File: src/hdl/ptd_cfg.svh
`ifndef PTD_CFG_SVH
`define PTD_CFG_SVH
// ----------------------------------------
// Character codes, seven-bit form
// ----------------------------------------
`define PTD_CHAR_START 7'h42
`define PTD_CHAR_STOP 7'h46
`define PTD_CHAR_HIGH 7'h50
`define PTD_CHAR_LOW 7'h4E
// ----------------------------------------
// Memory shape
// ----------------------------------------
`define PTD_WORD_BITS 8
`define PTD_ADDR_BITS 16
`define PTD_CNT_BITS 4
`define PTD_WIDE_CHARS 4'h8
`define PTD_NARROW_CHARS 4'h4
`define PTD_DEPTH_RESET 16'h0100
`endif

File: src/hdl/ptd_pkg.sv
`default_nettype none
package ptd_pkg;
`include "ptd_cfg.svh"
  // Character classes
  typedef enum logic [2:0] {
    PTD_CLS_START,
    PTD_CLS_STOP,
    PTD_CLS_HIGH,
    PTD_CLS_LOW,
    PTD_CLS_OTHER
  } ptd_class_type;

  // Decoded word with its address
  typedef struct packed {
    logic [`PTD_ADDR_BITS-1:0] addr;
    logic [`PTD_WORD_BITS-1:0] data;
  } ptd_word_type;

  // Fault flags
  typedef struct packed {
    logic field_error;
    logic count_error;
  } ptd_fault_type;
endpackage
`default_nettype wire

File: src/hdl/ptd_char_sync.sv
`timescale 1ns/1ps
`default_nettype none
// Two-stage capture of a character strobe and its byte from the reader pins
module ptd_char_sync
  import ptd_pkg::*;
(
  input wire logic core_clk,
  input wire logic rst,
  input wire logic pin_strobe,
  input wire logic [7:0] pin_char,
  output logic char_valid,
  output logic [7:0] char_code
);
  logic [1:0] stb_sync;
  logic [7:0] chr_meta;
  logic [7:0] chr_sync;
  logic stb_prev;
  logic [1:0] next_stb_sync;
  logic [7:0] next_chr_sync;
  logic next_stb_prev;

  // ----------------------------------------
  // Next values
  // ----------------------------------------
  always_comb begin
    next_stb_sync = {stb_sync[0], pin_strobe};
    next_chr_sync = chr_meta;
    next_stb_prev = stb_sync[1];
  end

  // Synchroniser flops; first stage feeds only the second
  always_ff @(posedge core_clk or posedge rst) begin
    if (rst) begin
      stb_sync <= 2'h0;
      chr_meta <= 8'h00;
      chr_sync <= 8'h00;
      stb_prev <= 1'b0;
    end else begin
      stb_sync <= next_stb_sync;
      chr_meta <= pin_char;
      chr_sync <= next_chr_sync;
      stb_prev <= next_stb_prev;
    end
  end

  // Rising edge of the settled strobe marks one character
  assign char_valid = stb_sync[1] & ~stb_prev;
  assign char_code = chr_sync;
endmodule // ptd_char_sync
`default_nettype wire

File: src/hdl/ptd_decoder.sv
`timescale 1ns/1ps
`default_nettype none
`include "ptd_cfg.svh"
// Operation
// - The first field goes to address zero and each later field to the next address.
// - A count of fields that differs from the configured depth at tape end is a fault.
// - A field opens with B and closes with F and is recognised only between that pair.
// - A field holds exactly eight or four data characters by width, else a field error.
// - Any character other than P or N inside a field, rubouts included, is an error.
// - P gives a one and N gives a zero in the word.
// - The first data character lands in bit 7 (wide) or bit 3 (narrow), the last in the least.
// - Everything outside a delimited field is ignored.
// - Seven-bit and eight-bit character codes are both accepted.
module ptd_decoder
  import ptd_pkg::*;
(
  input wire logic core_clk,
  input wire logic rst,
  input wire logic pin_strobe,
  input wire logic [7:0] pin_char,
  input wire logic wide_mode,
  input wire logic [`PTD_ADDR_BITS-1:0] depth,
  input wire logic tape_end,
  output ptd_word_type word_out,
  output logic word_valid,
  output ptd_fault_type fault,
  output logic error,
  output logic tape_done
);
  // ----------------------------------------
  // Declarations
  // ----------------------------------------
  // Parser states
  typedef enum logic [1:0] {
    PTD_IDLE,
    PTD_FIELD,
    PTD_SKIP
  } ptd_state_type;

  // Character path
  logic char_valid;
  logic [7:0] char_code;
  ptd_class_type cls;
  ptd_state_type state, next_state;
  logic [`PTD_WORD_BITS-1:0] shift, next_shift;
  logic [`PTD_CNT_BITS-1:0] count, next_count;
  logic [`PTD_ADDR_BITS-1:0] addr, next_addr;
  ptd_word_type next_word_out;
  logic next_word_valid;
  ptd_fault_type next_fault;
  // Tape end path
  logic [1:0] end_sync;
  logic [1:0] next_end_sync;
  logic end_prev, next_end_prev;
  logic next_tape_done;
  logic [`PTD_CNT_BITS-1:0] need;
  logic end_edge;

  // ----------------------------------------
  // Character capture
  // ----------------------------------------
  // Strobe and byte pass two flops each
  ptd_char_sync u_sync (
    .core_clk(core_clk),
    .rst(rst),
    .pin_strobe(pin_strobe),
    .pin_char(pin_char),
    .char_valid(char_valid),
    .char_code(char_code)
  );

  // ----------------------------------------
  // Character decode
  // ----------------------------------------
  // Classify on the low seven bits only
  function automatic ptd_class_type classify(input logic [7:0] c);
    logic [6:0] low;
    low = c[6:0];
    case (low)
      `PTD_CHAR_START: classify = PTD_CLS_START;
      `PTD_CHAR_STOP: classify = PTD_CLS_STOP;
      `PTD_CHAR_HIGH: classify = PTD_CLS_HIGH;
      `PTD_CHAR_LOW: classify = PTD_CLS_LOW;
      default: classify = PTD_CLS_OTHER;
    endcase
  endfunction

  // Class of the character taken this cycle
  assign cls = classify(char_code);
  // Data characters per field for the selected width
  assign need = wide_mode ? `PTD_WIDE_CHARS : `PTD_NARROW_CHARS;
  // Rising edge of the settled tape end pin
  assign end_edge = end_sync[1] & ~end_prev;

  // ----------------------------------------
  // Field parser
  // ----------------------------------------
  always_comb begin
    // Hold everything but word_valid, which clears, and end_prev, which follows end_sync[1], unless a character or the tape end moves it
    next_state = state;
    next_shift = shift;
    next_count = count;
    next_addr = addr;
    next_word_out = word_out;
    next_word_valid = 1'b0;
    next_fault = fault;
    next_end_prev = end_sync[1];
    next_tape_done = tape_done;
    if (char_valid && !tape_done) begin
      case (state)
        PTD_IDLE: begin
          // Filler, comments and rubbed-out fields pass here
          if (cls == PTD_CLS_START) begin
            next_state = PTD_FIELD;
            next_shift = '0;
            next_count = '0;
          end
        end
        PTD_FIELD: begin
          // Data character; one past the width is a fault
          if (cls == PTD_CLS_HIGH || cls == PTD_CLS_LOW) begin
            if (count == need) begin
              next_fault.field_error = 1'b1;
              next_state = PTD_SKIP;
            end else begin
              // Shift in from the LSB so the first char ends as bit 7 when wide, bit 3 when narrow
              next_shift = {shift[`PTD_WORD_BITS-2:0], cls == PTD_CLS_HIGH};
              next_count = count + `PTD_CNT_BITS'(1);
            end
          end else if (cls == PTD_CLS_STOP) begin
            // Stop closes the field; the address advances either way
            next_state = PTD_IDLE;
            if (count != need) begin
              next_fault.field_error = 1'b1;
            end else begin
              next_word_out.addr = addr;
              next_word_out.data = shift;
              next_word_valid = 1'b1;
            end
            next_addr = addr + `PTD_ADDR_BITS'(1);
          end else begin
            // Any other character spoils the field
            next_fault.field_error = 1'b1;
            next_state = PTD_SKIP;
          end
        end
        PTD_SKIP: begin
          // Bad field, wait for its stop and still count it
          if (cls == PTD_CLS_STOP) begin
            next_state = PTD_IDLE;
            next_addr = addr + `PTD_ADDR_BITS'(1);
          end
        end
        default: next_state = PTD_IDLE;
      endcase
    end
    // Count check at tape end
    // An open field at that point also counts as a short tape
    if (end_edge && !tape_done) begin
      next_tape_done = 1'b1;
      if (addr != depth || state != PTD_IDLE) begin
        next_fault.count_error = 1'b1;
      end
    end
  end

  // ----------------------------------------
  // Registers
  // ----------------------------------------
  // Parser registers
  always_ff @(posedge core_clk or posedge rst) begin
    if (rst) begin
      state <= PTD_IDLE;
      shift <= '0;
      count <= '0;
      addr <= '0;
      word_out <= '0;
      word_valid <= 1'b0;
      fault <= '0;
      end_prev <= 1'b0;
      tape_done <= 1'b0;
    end else begin
      state <= next_state;
      shift <= next_shift;
      count <= next_count;
      addr <= next_addr;
      word_out <= next_word_out;
      word_valid <= next_word_valid;
      fault <= next_fault;
      end_prev <= next_end_prev;
      tape_done <= next_tape_done;
    end
  end

  // ----------------------------------------
  // Tape end synchroniser
  // ----------------------------------------
  // Two flops; only the second stage is read by the parser
  always_comb begin
    next_end_sync = {end_sync[0], tape_end};
  end

  // Synchroniser flops
  always_ff @(posedge core_clk or posedge rst) begin
    if (rst) begin
      end_sync <= 2'h0;
    end else begin
      end_sync <= next_end_sync;
    end
  end

  // ----------------------------------------
  // Outputs
  // ----------------------------------------
  // Sticky summary of both fault kinds
  assign error = fault.field_error | fault.count_error;
endmodule // ptd_decoder
`default_nettype wire

File: config.mk
export PLATFORM = sky130hd
export DESIGN_NAME = ptd_decoder
export DESIGN_NICKNAME = d
export VERILOG_FILES = /design/src/hdl/ptd_pkg.sv /design/src/hdl/ptd_char_sync.sv /design/src/hdl/ptd_decoder.sv
export VERILOG_INCLUDE_DIRS = /design/src /design/src/hdl
export SDC_FILE = /design/constraint.sdc
export NUM_CORES = 1
export LEC_CHECK = 0
export BUFFER_PORTS_ARGS = -buffer_cell sky130_fd_sc_hd__buf_4
export CORE_AREA = 2 2 82 84
export CTS_CLUSTER_DIAMETER = 60
export DETAILED_ROUTE_END_ITERATION = 8
export DIE_AREA = 0 0 84 86
export PLACE_DENSITY = 0.88
export SLEW_MARGIN = 5
export SYNTH_ARGS = -nofsm -noshare
export SYNTH_HDL_FRONTEND = slang
export SYNTH_SLANG_ARGS = --single-unit
File: constraint.sdc
create_clock -name core_clk -period 2.8 [get_ports core_clk]
set_input_delay 0.28 -clock core_clk [delete_from_list [all_inputs] [get_ports core_clk]]
set_output_delay 0.28 -clock core_clk [all_outputs]
set_load 0.1 [all_outputs]
==> results of run 1 <==
## area by class of cell
class | instances | area, sq um | share of cell area
Tap cell | 77 | 96.3 | 0.0235
Clock buffer | 13 | 159 | 0.0387
Sequential cell | 78 | 1950 | 0.476
Timing Repair Buffer | 58 | 448 | 0.109
Clock inverter | 3 | 90.1 | 0.0220
Multi-Input combinational cell | 168 | 1310 | 0.319
Inverter | 13 | 48.8 | 0.0119
## flip-flops by register name, indices dropped and copies added (netlist names)
register,cells
addr,16
u_sync.stb_prev,1
tape_done,1
shift,8
end_sync,2
state,2
u_sync.char_code,7
word_out,24
u_sync.chr_meta,7
end_prev,1
u_sync.stb_sync,2
word_valid,1
count,4
fault,2
## power breakdown
group	switching (mW)	internal (mW)	total, mW	leakage, nW
logic	0.0561	0.0483	0.104	0.973
registers	0.0166	1.15	1.16	0.977
clock network	0.380	0.642	1.02	0.124
## critical path, cell delays in order (launching register included)
cell and delay [ns]:
dfrtp_1 0.42, inv_1 0.07, ha_1 0.16, nand4b_1 0.18
and2_1 0.25, nor3_4 0.15, buf_4 0.34, mux2_2 0.39
## cells by family (layout without fill, tap and decap cells)
group,Yosys count,in the layout
xor gates and xnor gates,32,32
buffers and inverters,22,87
adders and majority gates,3,3
DFF,78,78
muxes,34,34
AOI/OAI and AO/OA,14,14
and+or+nand+nor,85,85
## cell usage in the layout, fill, tap and decap left out, drive strengths merged, types with 2 or more instances in the layout
master    n
a21o      2
a21oi     2
and2      3
and3      2
and4      2
buf      58
bufinv    3
clkbuf   13
dfrtp    78
ha        3
inv      13
mux2     25
mux2i     9
nand2    20
nand2b    3
nand3    12
nand4    14
nand4bb   2
nor2      7
nor3      7
nor3b     2
nor4      3
o211ai    2
o21ai     2
xnor2    23
xor2      9
## path summary, 6_finish.rpt
check	cells after the start	endpoint	startpoint	slack, ns
worst max-delay path	7	word_out[14]$_DFFE_PP0P_	count[0]$_DFFE_PP0P_	0.72
worst min-delay path	1	u_sync.stb_sync[0]$_DFF_PP0_	pin_strobe	0.04
worst max register to register	7	word_out[14]$_DFFE_PP0P_	count[0]$_DFFE_PP0P_	0.72
worst min register to register	0	u_sync.char_code[4]$_DFF_PP0_	u_sync.chr_meta[4]$_DFF_PP0_	0.35
max in group asynchronous	3	u_sync.chr_meta[3]$_DFF_PP0_	rst	2.03
min in group asynchronous	2	u_sync.stb_sync[0]$_DFF_PP0_	rst	0.09
## per-layer routing
metal  up-vias  routed length (um)  track usage
met5         -                   0            0
met4         0                 152       0.0909
met3        13                 271       0.0481
met2        52                3220        0.317
met1      1146                2810        0.251
li1       1056                   -            -
## per-stage QoR
step	utilization	setup slack, ns	instance area, sq um
finish	0.653	0.716	4100
global route	0.653	0.538	4100
CTS	0.653	0.726	4100
detailed placement	0.614	0.735	3850
global placement	0.614	0.791	3850
floorplan	-	0.525	3360
==> impl_metrics.env, run 1 <==
export IMPL_grt_pass1_vias=2298
export IMPL_antenna_diode_count=0
export IMPL_fp_row_count=29
export IMPL_power_density_nw_per_um2=558
export IMPL_drt_iter0_markers=137
export IMPL_yosysWarnings=0
export IMPL_tritoncts="built"
export IMPL_grt_antenna_before_repair=0
export IMPL_route_detailed_drc=0
export IMPL_htreeDepth=3
export IMPL_fillerInstances=479
export IMPL_via_per_inst=5.53
export IMPL_setup_viol=0
export IMPL_insertion_delay_ns=0.34
export IMPL_p_total_mw=2.29
export IMPL_whs_ns=0.0433
export IMPL_crit_arrival_ns=2.32
export IMPL_syn_inst=268
export IMPL_drt_total_wl_um=6460
export IMPL_p_leak_nw=2.07
export IMPL_synthTopCellsByArea="dfrtp_1, mux2_2, xnor2_1, mux2i_1, nand4_1"
export IMPL_synth_top_area_frac=0.581
export IMPL_status="complete, no violations"
export IMPL_cts_buffers=9
export IMPL_async_flop_share=1.00
export IMPL_antenna_left=0
export IMPL_path_clk_slew_ns=0.08
export IMPL_synth_xor_area_share=0.0834
export IMPL_setup_worst_path_start_class="register"
export IMPL_synth_fa_ha_area_frac=0.0112
export IMPL_overflow=0
export IMPL_fin_nets=360
export IMPL_start_util=0.535
export IMPL_hold_buffers=0
export IMPL_synth_mux_area_frac=0.111
export IMPL_synth_top_family_by_area="simple AND/OR/NAND/NOR gates"
export IMPL_syn_num_nets=300
export IMPL_vias=2267
export IMPL_die_x_um=84
export IMPL_max_freq_mhz=480
export IMPL_grt_max_degree=42
export IMPL_ios=58
export IMPL_die_h_um=86
export IMPL_dr_pass1_iters=4
export IMPL_cts_resized=0
export IMPL_peakVddDrop_mv=0.374
export IMPL_fin_worst_skew_ns=0.0105
export IMPL_min_path_type="in2reg"
export IMPL_area_delta_synth_final_pct=22.1
export IMPL_cap_violations=0
export IMPL_synth_most_common_cell="dfrtp_1"
export IMPL_track_usage=0.196
export IMPL_dp_cells=394
export IMPL_postCtsSetupBuffers=0
export IMPL_coreArea_sq_um=6280
export IMPL_finalHoldViolCount=0
export IMPL_crit_fanout=24
export IMPL_crit_type="reg2reg"
export IMPL_gp_congestion=0.912
export IMPL_tns_ns=0
export IMPL_syn_area_sq_um=3360
export IMPL_yosys_area_share_simple=0.154
export IMPL_numClockSinks=78
export IMPL_ys_seq_area_frac=0.581
export IMPL_tightestPinTransition_ns=0.797
export IMPL_detailed_place_hpwl_um=4640
export IMPL_postSynthAreaPerCell_sq_um=12.5
export IMPL_finalCriticalPeriod_ns=2.08
export IMPL_synth_ff_type="dfrtp_1"
export IMPL_cts_root_buf="clkbuf_8"
export IMPL_clock_path_buffers=2
export IMPL_crit_required_ns=3.03
export IMPL_min_period_over_period=0.744
export IMPL_max_slew_margin=0.468
export IMPL_synth_edf_count=0
export IMPL_ys_ff_latch=78
export IMPL_synth_compound_area_frac=0.0298
export IMPL_dieArea_sq_um=7220
export IMPL_synthDistinctLibCells=43
export IMPL_drive_gt1_frac=0.309
export IMPL_slew_viol_final=0
export IMPL_io_buffers=56
export IMPL_yosys_top_cells_count="dfrtp_1, xnor2_1, mux2_2"
export IMPL_wire_per_inst_um=15.7
export IMPL_post_layout_nonfiller_instances=410
export IMPL_yosys_area_top_type="dfrtp_1"
export IMPL_rsz0062_at_grt="no"
export IMPL_end_kind="register"
export IMPL_grt_pass1_wl_um=11000
(Power assumes the default switching activity.)
==> run 2: changes to the inputs <==
ABC_AREA = 1   (was unset)
CORE_AREA = 2 2 84 86   (was 2 2 82 84)
DIE_AREA = 0 0 86 88   (was 0 0 84 86)
PLACE_DENSITY = 0.9   (was 0.88)
clock period = 2.2 ns   (was 2.8 ns; I/O delays follow)
==> impl_metrics.env, run 2 <==
export IMPL_wire_per_inst_um=13.2
export IMPL_cts_root_buf="clkbuf_8"
export IMPL_area_delta_synth_final_pct=21.7
export IMPL_postCtsSetupBuffers=0
export IMPL_crit_arrival_ns=1.98
export IMPL_cts_buffers=9
export IMPL_syn_num_nets=465
export IMPL_ys_seq_area_frac=0.537
export IMPL_largest_reg_flops=24
export IMPL_ios=58
export IMPL_fin_worst_skew_ns=0.00516
export IMPL_max_freq_mhz=573
export IMPL_yosysWarnings=0
export IMPL_slowest_stage="dfrtp_1"
export IMPL_synthDistinctLibCells=29
export IMPL_regMostFlops="word_out"
export IMPL_peakVddDrop_mv=0.455
export IMPL_crit_fanout=11
export IMPL_slew_viol_final=0
export IMPL_finalHoldViolCount=0
export IMPL_fp_row_count=30
export IMPL_rsz0062_at_grt="no"
export IMPL_hold_end="u_sync.char_code[4]$_DFF_PP0_"
export IMPL_dieArea_sq_um=7570
export IMPL_coreArea_sq_um=6640
export IMPL_setup_slack_ns=0.455
export IMPL_gp_congestion=0.942
export IMPL_drive_gt1_frac=0.183
export IMPL_synth_edf_count=0
export IMPL_clock_path_buffers=2
export IMPL_synthTopCellsByArea="dfrtp_1, nand2_1, nand3_1, xor2_1, inv_1"
export IMPL_mostFrequentLayoutCells="nand2_1, dfrtp_1, buf_4"
export IMPL_insertion_delay_ns=0.34
export IMPL_hold_path_startpoint="u_sync.chr_meta[4]$_DFF_PP0_"
export IMPL_status="complete, no violations"
export IMPL_r2r_start="u_sync.char_code[5]$_DFF_PP0_"
export IMPL_final_common_cell="nand2_1"
export IMPL_ys_ff_latch=78
export IMPL_min_path_type="reg2reg"
export IMPL_power_density_nw_per_um2=678
export IMPL_place_ws_ns=0.495
export IMPL_tns_ns=0
export IMPL_yosys_area_top_type="dfrtp_1"
export IMPL_route_detailed_drc=0
export IMPL_die_h_um=88
export IMPL_yosys_top_cells_count="nand2_1, dfrtp_1, inv_1"
export IMPL_path_clk_slew_ns=0.07
export IMPL_dr_pass1_iters=5
export IMPL_start_util=0.547
export IMPL_crit_required_ns=2.43
export IMPL_detailed_place_hpwl_um=5550
export IMPL_grt_antenna_before_repair=0
export IMPL_die_x_um=86
export IMPL_critPathTopFamily="simple AND/OR/NAND/NOR gates"
export IMPL_async_flop_share=1.00
export IMPL_final_util=0.666
export IMPL_min_period_over_period=0.793
export IMPL_min_path_cells=0
export IMPL_syn_area_sq_um=3640
export IMPL_via_per_inst=5.27
export IMPL_antenna_left=0
export IMPL_grt_pass1_wl_um=13200
export IMPL_max_slew_margin=0.558
export IMPL_cap_violations=0
export IMPL_tightestPinTransition_ns=0.661
export IMPL_setup_worst_path_start_class="register"
export IMPL_drt_total_wl_um=7790
export IMPL_setup_viol=0
export IMPL_r2r_slack_ns=0.46
export IMPL_max_stage_delay_ns=0.37
export IMPL_fin_nets=535
export IMPL_grt_max_degree=37
export IMPL_reg_largest_list="word_out: 24 flops, addr: 16 flops, shift: 8 flops"
export IMPL_track_usage=0.224
export IMPL_postSynthAreaPerCell_sq_um=8.40
export IMPL_io_buffers=56
export IMPL_p_total_mw=3.00
export IMPL_crit_type="reg2reg"
export IMPL_p_leak_nw=2.23
export IMPL_vias=3096
export IMPL_synth_most_common_cell="nand2_1"
export IMPL_antenna_diode_count=0
export IMPL_drt_iter0_markers=313
export IMPL_finalCriticalPeriod_ns=1.74
export IMPL_syn_inst=433
export IMPL_cp_num_buf_inv=1
export IMPL_synth_ff_type="dfrtp_1"
export IMPL_tritoncts="built"
export IMPL_crit_chain="inv_1 > nand2_2 > nor2_4 > nand3_1 > a21oi_1 > nand3_1 > nand2_1 > nand2_1"
export IMPL_rr_endpoint="shift[6]$_DFFE_PP0P_"
export IMPL_htreeDepth=3
export IMPL_ff2ff_path_depth=8
export IMPL_end_kind="register"
export IMPL_overflow=0
export IMPL_grt_pass1_vias=3014
export IMPL_numClockSinks=78
export IMPL_synth_top_area_frac=0.537
-- run 2: final cells by class --
type	count	area, sq um
clock buffers	13	159
clock inverters	3	42.5
fillers	518	2220
inverters	40	154
multi-input cells	304	1460
flip-flops and latches	78	1950
well taps	80	100
repair buffers	70	563
-- run 2: cells by family after synthesis --
family,after synthesis,synth area share
flops,78,0.537
compound gates,32,0.0502
fa+ha+maj,3,0.0103
simple gates,250,0.294
xor+xnor,19,0.0458
buf+inv,51,0.0633
-- run 2: report_power, final --
part	switching (mW)	total [mW]	leakage, nW	internal [mW]
Clock	0.493	1.08	0.0996	0.586
Combinational	0.277	0.416	1.10	0.139
Sequential	0.0349	1.50	1.03	1.47
-- run 2: how the worst max path moves through the flow --
stage	from	end	slack [ns]	depth (start not counted)
3_3_place_gp	u_sync.char_code[5]$_DFF_PP0_	word_out[17]$_DFFE_PP0P_	0.56	9
3_5_place_dp	u_sync.char_code[5]$_DFF_PP0_	word_out[16]$_DFFE_PP0P_	0.50	9
6_report	u_sync.char_code[5]$_DFF_PP0_	shift[6]$_DFFE_PP0P_	0.46	8
2_1_floorplan	fault[1]$_DFFE_PP0P_	error	0.26	2
4_1_cts	u_sync.char_code[5]$_DFF_PP0_	shift[6]$_DFFE_PP0P_	0.47	8
5_1_grt	u_sync.char_code[5]$_DFF_PP0_	word_out[23]$_DFFE_PP0P_	0.25	9
-- run 2: worst register-to-register path: stages, from the launching register on --
cell and delay (ns):
dfrtp_1 0.37, inv_1 0.07, nand2_2 0.07, nor2_4 0.12
nand3_1 0.11, a21oi_1 0.29, nand3_1 0.37, nand2_1 0.17
nand2_1 0.07
-- run 2: layer usage --
metal,wire (um),up-vias,share of wire,global-route usage
met2,3920,105,0.50,0.381
met5,0,-,0,0
met4,62,0,0.0080,0.0779
met1,3370,1485,0.43,0.285
met3,432,8,0.055,0.0500
li1,-,1498,-,-
-- run 2: stage by stage --
| stage | area [sq um] | cells | hold slack (ns) |
|---|---|---|---|
| global placement | 4120 | 562 | 0.329 |
| floorplan | 3640 | 433 | 0.251 |
| detailed placement | 4120 | 562 | 0.330 |
| finish | 4430 | 588 | 0.349 |
| CTS | 4430 | 588 | 0.350 |
| global route | 4430 | 588 | 0.367 |
-- run 2: what timing repair did --
item,in CTS,in global routing
hold buffers,10,0
resized for setup,0,0
endpoints found under the hold margin,38,0
==> run 3: changes to the inputs <==
CORE_AREA = 2 2 88 90   (was 2 2 84 86)
DIE_AREA = 0 0 90 92   (was 0 0 86 88)
PLACE_DENSITY = 0.86   (was 0.9)
clock period = 1.5 ns   (was 2.2 ns; I/O delays follow)
==> impl_metrics.env, run 3 (synthesis results as in run 2) <==
export IMPL_status="finished with violations"
export IMPL_violations="negative setup slack"
export IMPL_gp_congestion=0.910
export IMPL_vias=3272
export IMPL_ios=58
export IMPL_overflow=0
export IMPL_setup_viol=19
export IMPL_crit_required_ns=1.75
export IMPL_pwr_share_clk=0.319
export IMPL_dr_pass1_iters=5
export IMPL_power_switching_mw=1.44
export IMPL_max_freq_mhz=651
export IMPL_route_detailed_drc=0
export IMPL_min_period_over_period=1.02
export IMPL_drt_iter0_markers=310
export IMPL_htreeDepth=3
export IMPL_insertion_delay_ns=0.37
export IMPL_reg_largest_list="word_out: 24 flops, addr: 16 flops, shift: 8 flops"
export IMPL_whs_ns=0.319
export IMPL_cap_violations=0
export IMPL_start_util=0.488
export IMPL_numClockSinks=78
export IMPL_min_path_type="in2reg"
export IMPL_fillerInstances=606
export IMPL_dpl_cell_area_sq_um=4270
export IMPL_dieArea_sq_um=8280
export IMPL_grt_max_degree=56
export IMPL_setup_worst_path_start_class="register"
export IMPL_antenna_diode_count=0
export IMPL_power_density_nw_per_um2=960
export IMPL_combPwrFrac=0.205
export IMPL_final_common_cell="nand2_1"
export IMPL_peakVddDrop_mv=0.713
export IMPL_intPower_mw=3.18
export IMPL_io_buffers=56
export IMPL_track_usage=0.206
export IMPL_cts_root_buf="clkbuf_8"
export IMPL_crit_fanout=5
export IMPL_max_slew_margin=0.774
export IMPL_p_leak_nw=2.34
export IMPL_rsz0062_at_grt="yes"
export IMPL_finalHoldViolCount=0
export IMPL_tightestPinTransition_ns=0.337
export IMPL_crit_arrival_ns=1.79
export IMPL_clock_path_buffers=2
export IMPL_coreArea_sq_um=7450
export IMPL_fp_row_count=32
export IMPL_setup_slack_ns=-0.0364
export IMPL_die_h_um=92
export IMPL_fin_nets=564
export IMPL_wire_per_inst_um=14.0
export IMPL_tritoncts="built"
export IMPL_via_per_inst=5.12
export IMPL_fin_area_sq_um=4820
export IMPL_finalCriticalPeriod_ns=1.54
export IMPL_seqPwrFrac=0.476
export IMPL_drive_gt1_frac=0.283
export IMPL_area_delta_synth_final_pct=32.5
export IMPL_regMostFlops="word_out"
export IMPL_fin_worst_skew_ns=0.0117
export IMPL_antenna_left=0
export IMPL_detailed_place_hpwl_um=5560
export IMPL_crit_type="reg2reg"
export IMPL_swShare=0.312
export IMPL_cts_buffers=9
export IMPL_grt_antenna_before_repair=0
export IMPL_grt_pass1_wl_um=13500
export IMPL_slew_viol_final=0
export IMPL_largest_reg_flops=24
export IMPL_path_clk_slew_ns=0.09
export IMPL_drt_total_wl_um=8920
export IMPL_grt_pass1_vias=2986
export IMPL_mostFrequentLayoutCells="nand2_1, buf_4, dfrtp_1"
export IMPL_end_kind="register"
export IMPL_die_x_um=90
-- run 3: changes by cell type in the layout (fill, tap and decap cells not counted), moves of 4 or more --
cell     delta
nand2_2    +12
dfrtp_1     -4
nand2_1    -12
buf_4      +19
inv_1       -4
nand3_4     +4
-- run 3: timing repair --
action,CTS,global route
setup endpoints to repair,48,52
gates cloned,1,5
endpoints found under the hold margin,87,0
buffers inserted,4,7
resized for setup,15,21
hold buffers,10,0
pin swaps,3,7
-- run 3: worst paths after layout --
| kind | end | slack (ns) | startpoint | cells past startpoint |
|---|---|---|---|---|
| worst min register to register | u_sync.char_code[6]$_DFF_PP0_ | 0.35 | u_sync.chr_meta[6]$_DFF_PP0_ | 0 |
| worst max-delay path | addr[5]$_DFFE_PP0P_ | -0.04 | u_sync.char_code[2]$_DFF_PP0_ | 8 |
| min in group asynchronous | addr[0]$_DFFE_PP0P_ | 0.42 | rst | 4 |
| max in group asynchronous | addr[2]$_DFFE_PP0P_ | 0.81 | rst | 4 |
| worst max register to register | addr[5]$_DFFE_PP0P_ | -0.04 | u_sync.char_code[2]$_DFF_PP0_ | 8 |
| worst min-delay path | fault[0]$_DFFE_PP0P_ | 0.32 | depth[14] | 7 |
-- run 3: routing by layer --
layer | routed length [um] | global-route usage | vias to the layer above
met5 | 0 | 0 | -
met4 | 237 | 0.0949 | 0
met3 | 640 | 0.0435 | 27
met2 | 4370 | 0.336 | 147
met1 | 3680 | 0.264 | 1541
li1 | - | - | 1557
-- run 3: cell type report --
| type | count | area, sq um | area share |
|---|---|---|---|
| tap | 102 | 128 | 0.0265 |
| timing repair inverter | 1 | 7.51 | 0.00156 |
| multi-input combinational | 308 | 1610 | 0.335 |
| timing repair buffer | 94 | 773 | 0.160 |
| sequential | 78 | 1960 | 0.406 |
| inverter | 40 | 158 | 0.0327 |
| clock inverter | 7 | 57.6 | 0.0119 |
| clock buffer | 9 | 124 | 0.0257 |
-- run 3: per-stage QoR --
| step | worst slack, ns | utilization | cells | total power, mW | TNS [ns] |
|---|---|---|---|---|---|
| floorplan | -0.0747 | - | 433 | 2.68 | -1.47 |
| global placement | -0.0732 | 0.574 | 596 | 2.86 | -1.04 |
| detailed placement | -0.120 | 0.574 | 596 | 2.88 | -2.70 |
| CTS | -0.00724 | 0.624 | 627 | 4.49 | -0.0116 |
| global route | -0.127 | 0.647 | 639 | 4.82 | -4.76 |
| finish | -0.0364 | 0.647 | 639 | 4.63 | -0.261 |
-- run 3: power groups by stage --
stage	clock (mW)	combinational [mW]	sequential (mW)
floorplan	0	0.413	2.26
global placement	0	0.615	2.25
detailed placement	0	0.631	2.25
CTS	1.50	0.795	2.20
global route	1.59	1.03	2.21
finish	1.48	0.948	2.20
-- run 3: worst max-delay path: stages (launching register included) --
cell	delay, ns
dfrtp_1	0.43
inv_2	0.08
nor3_2	0.20
nand2_1	0.14
nor2_4	0.12
buf_4	0.17
nand3_4	0.12
nand2_1	0.08
o21ai_0	0.07
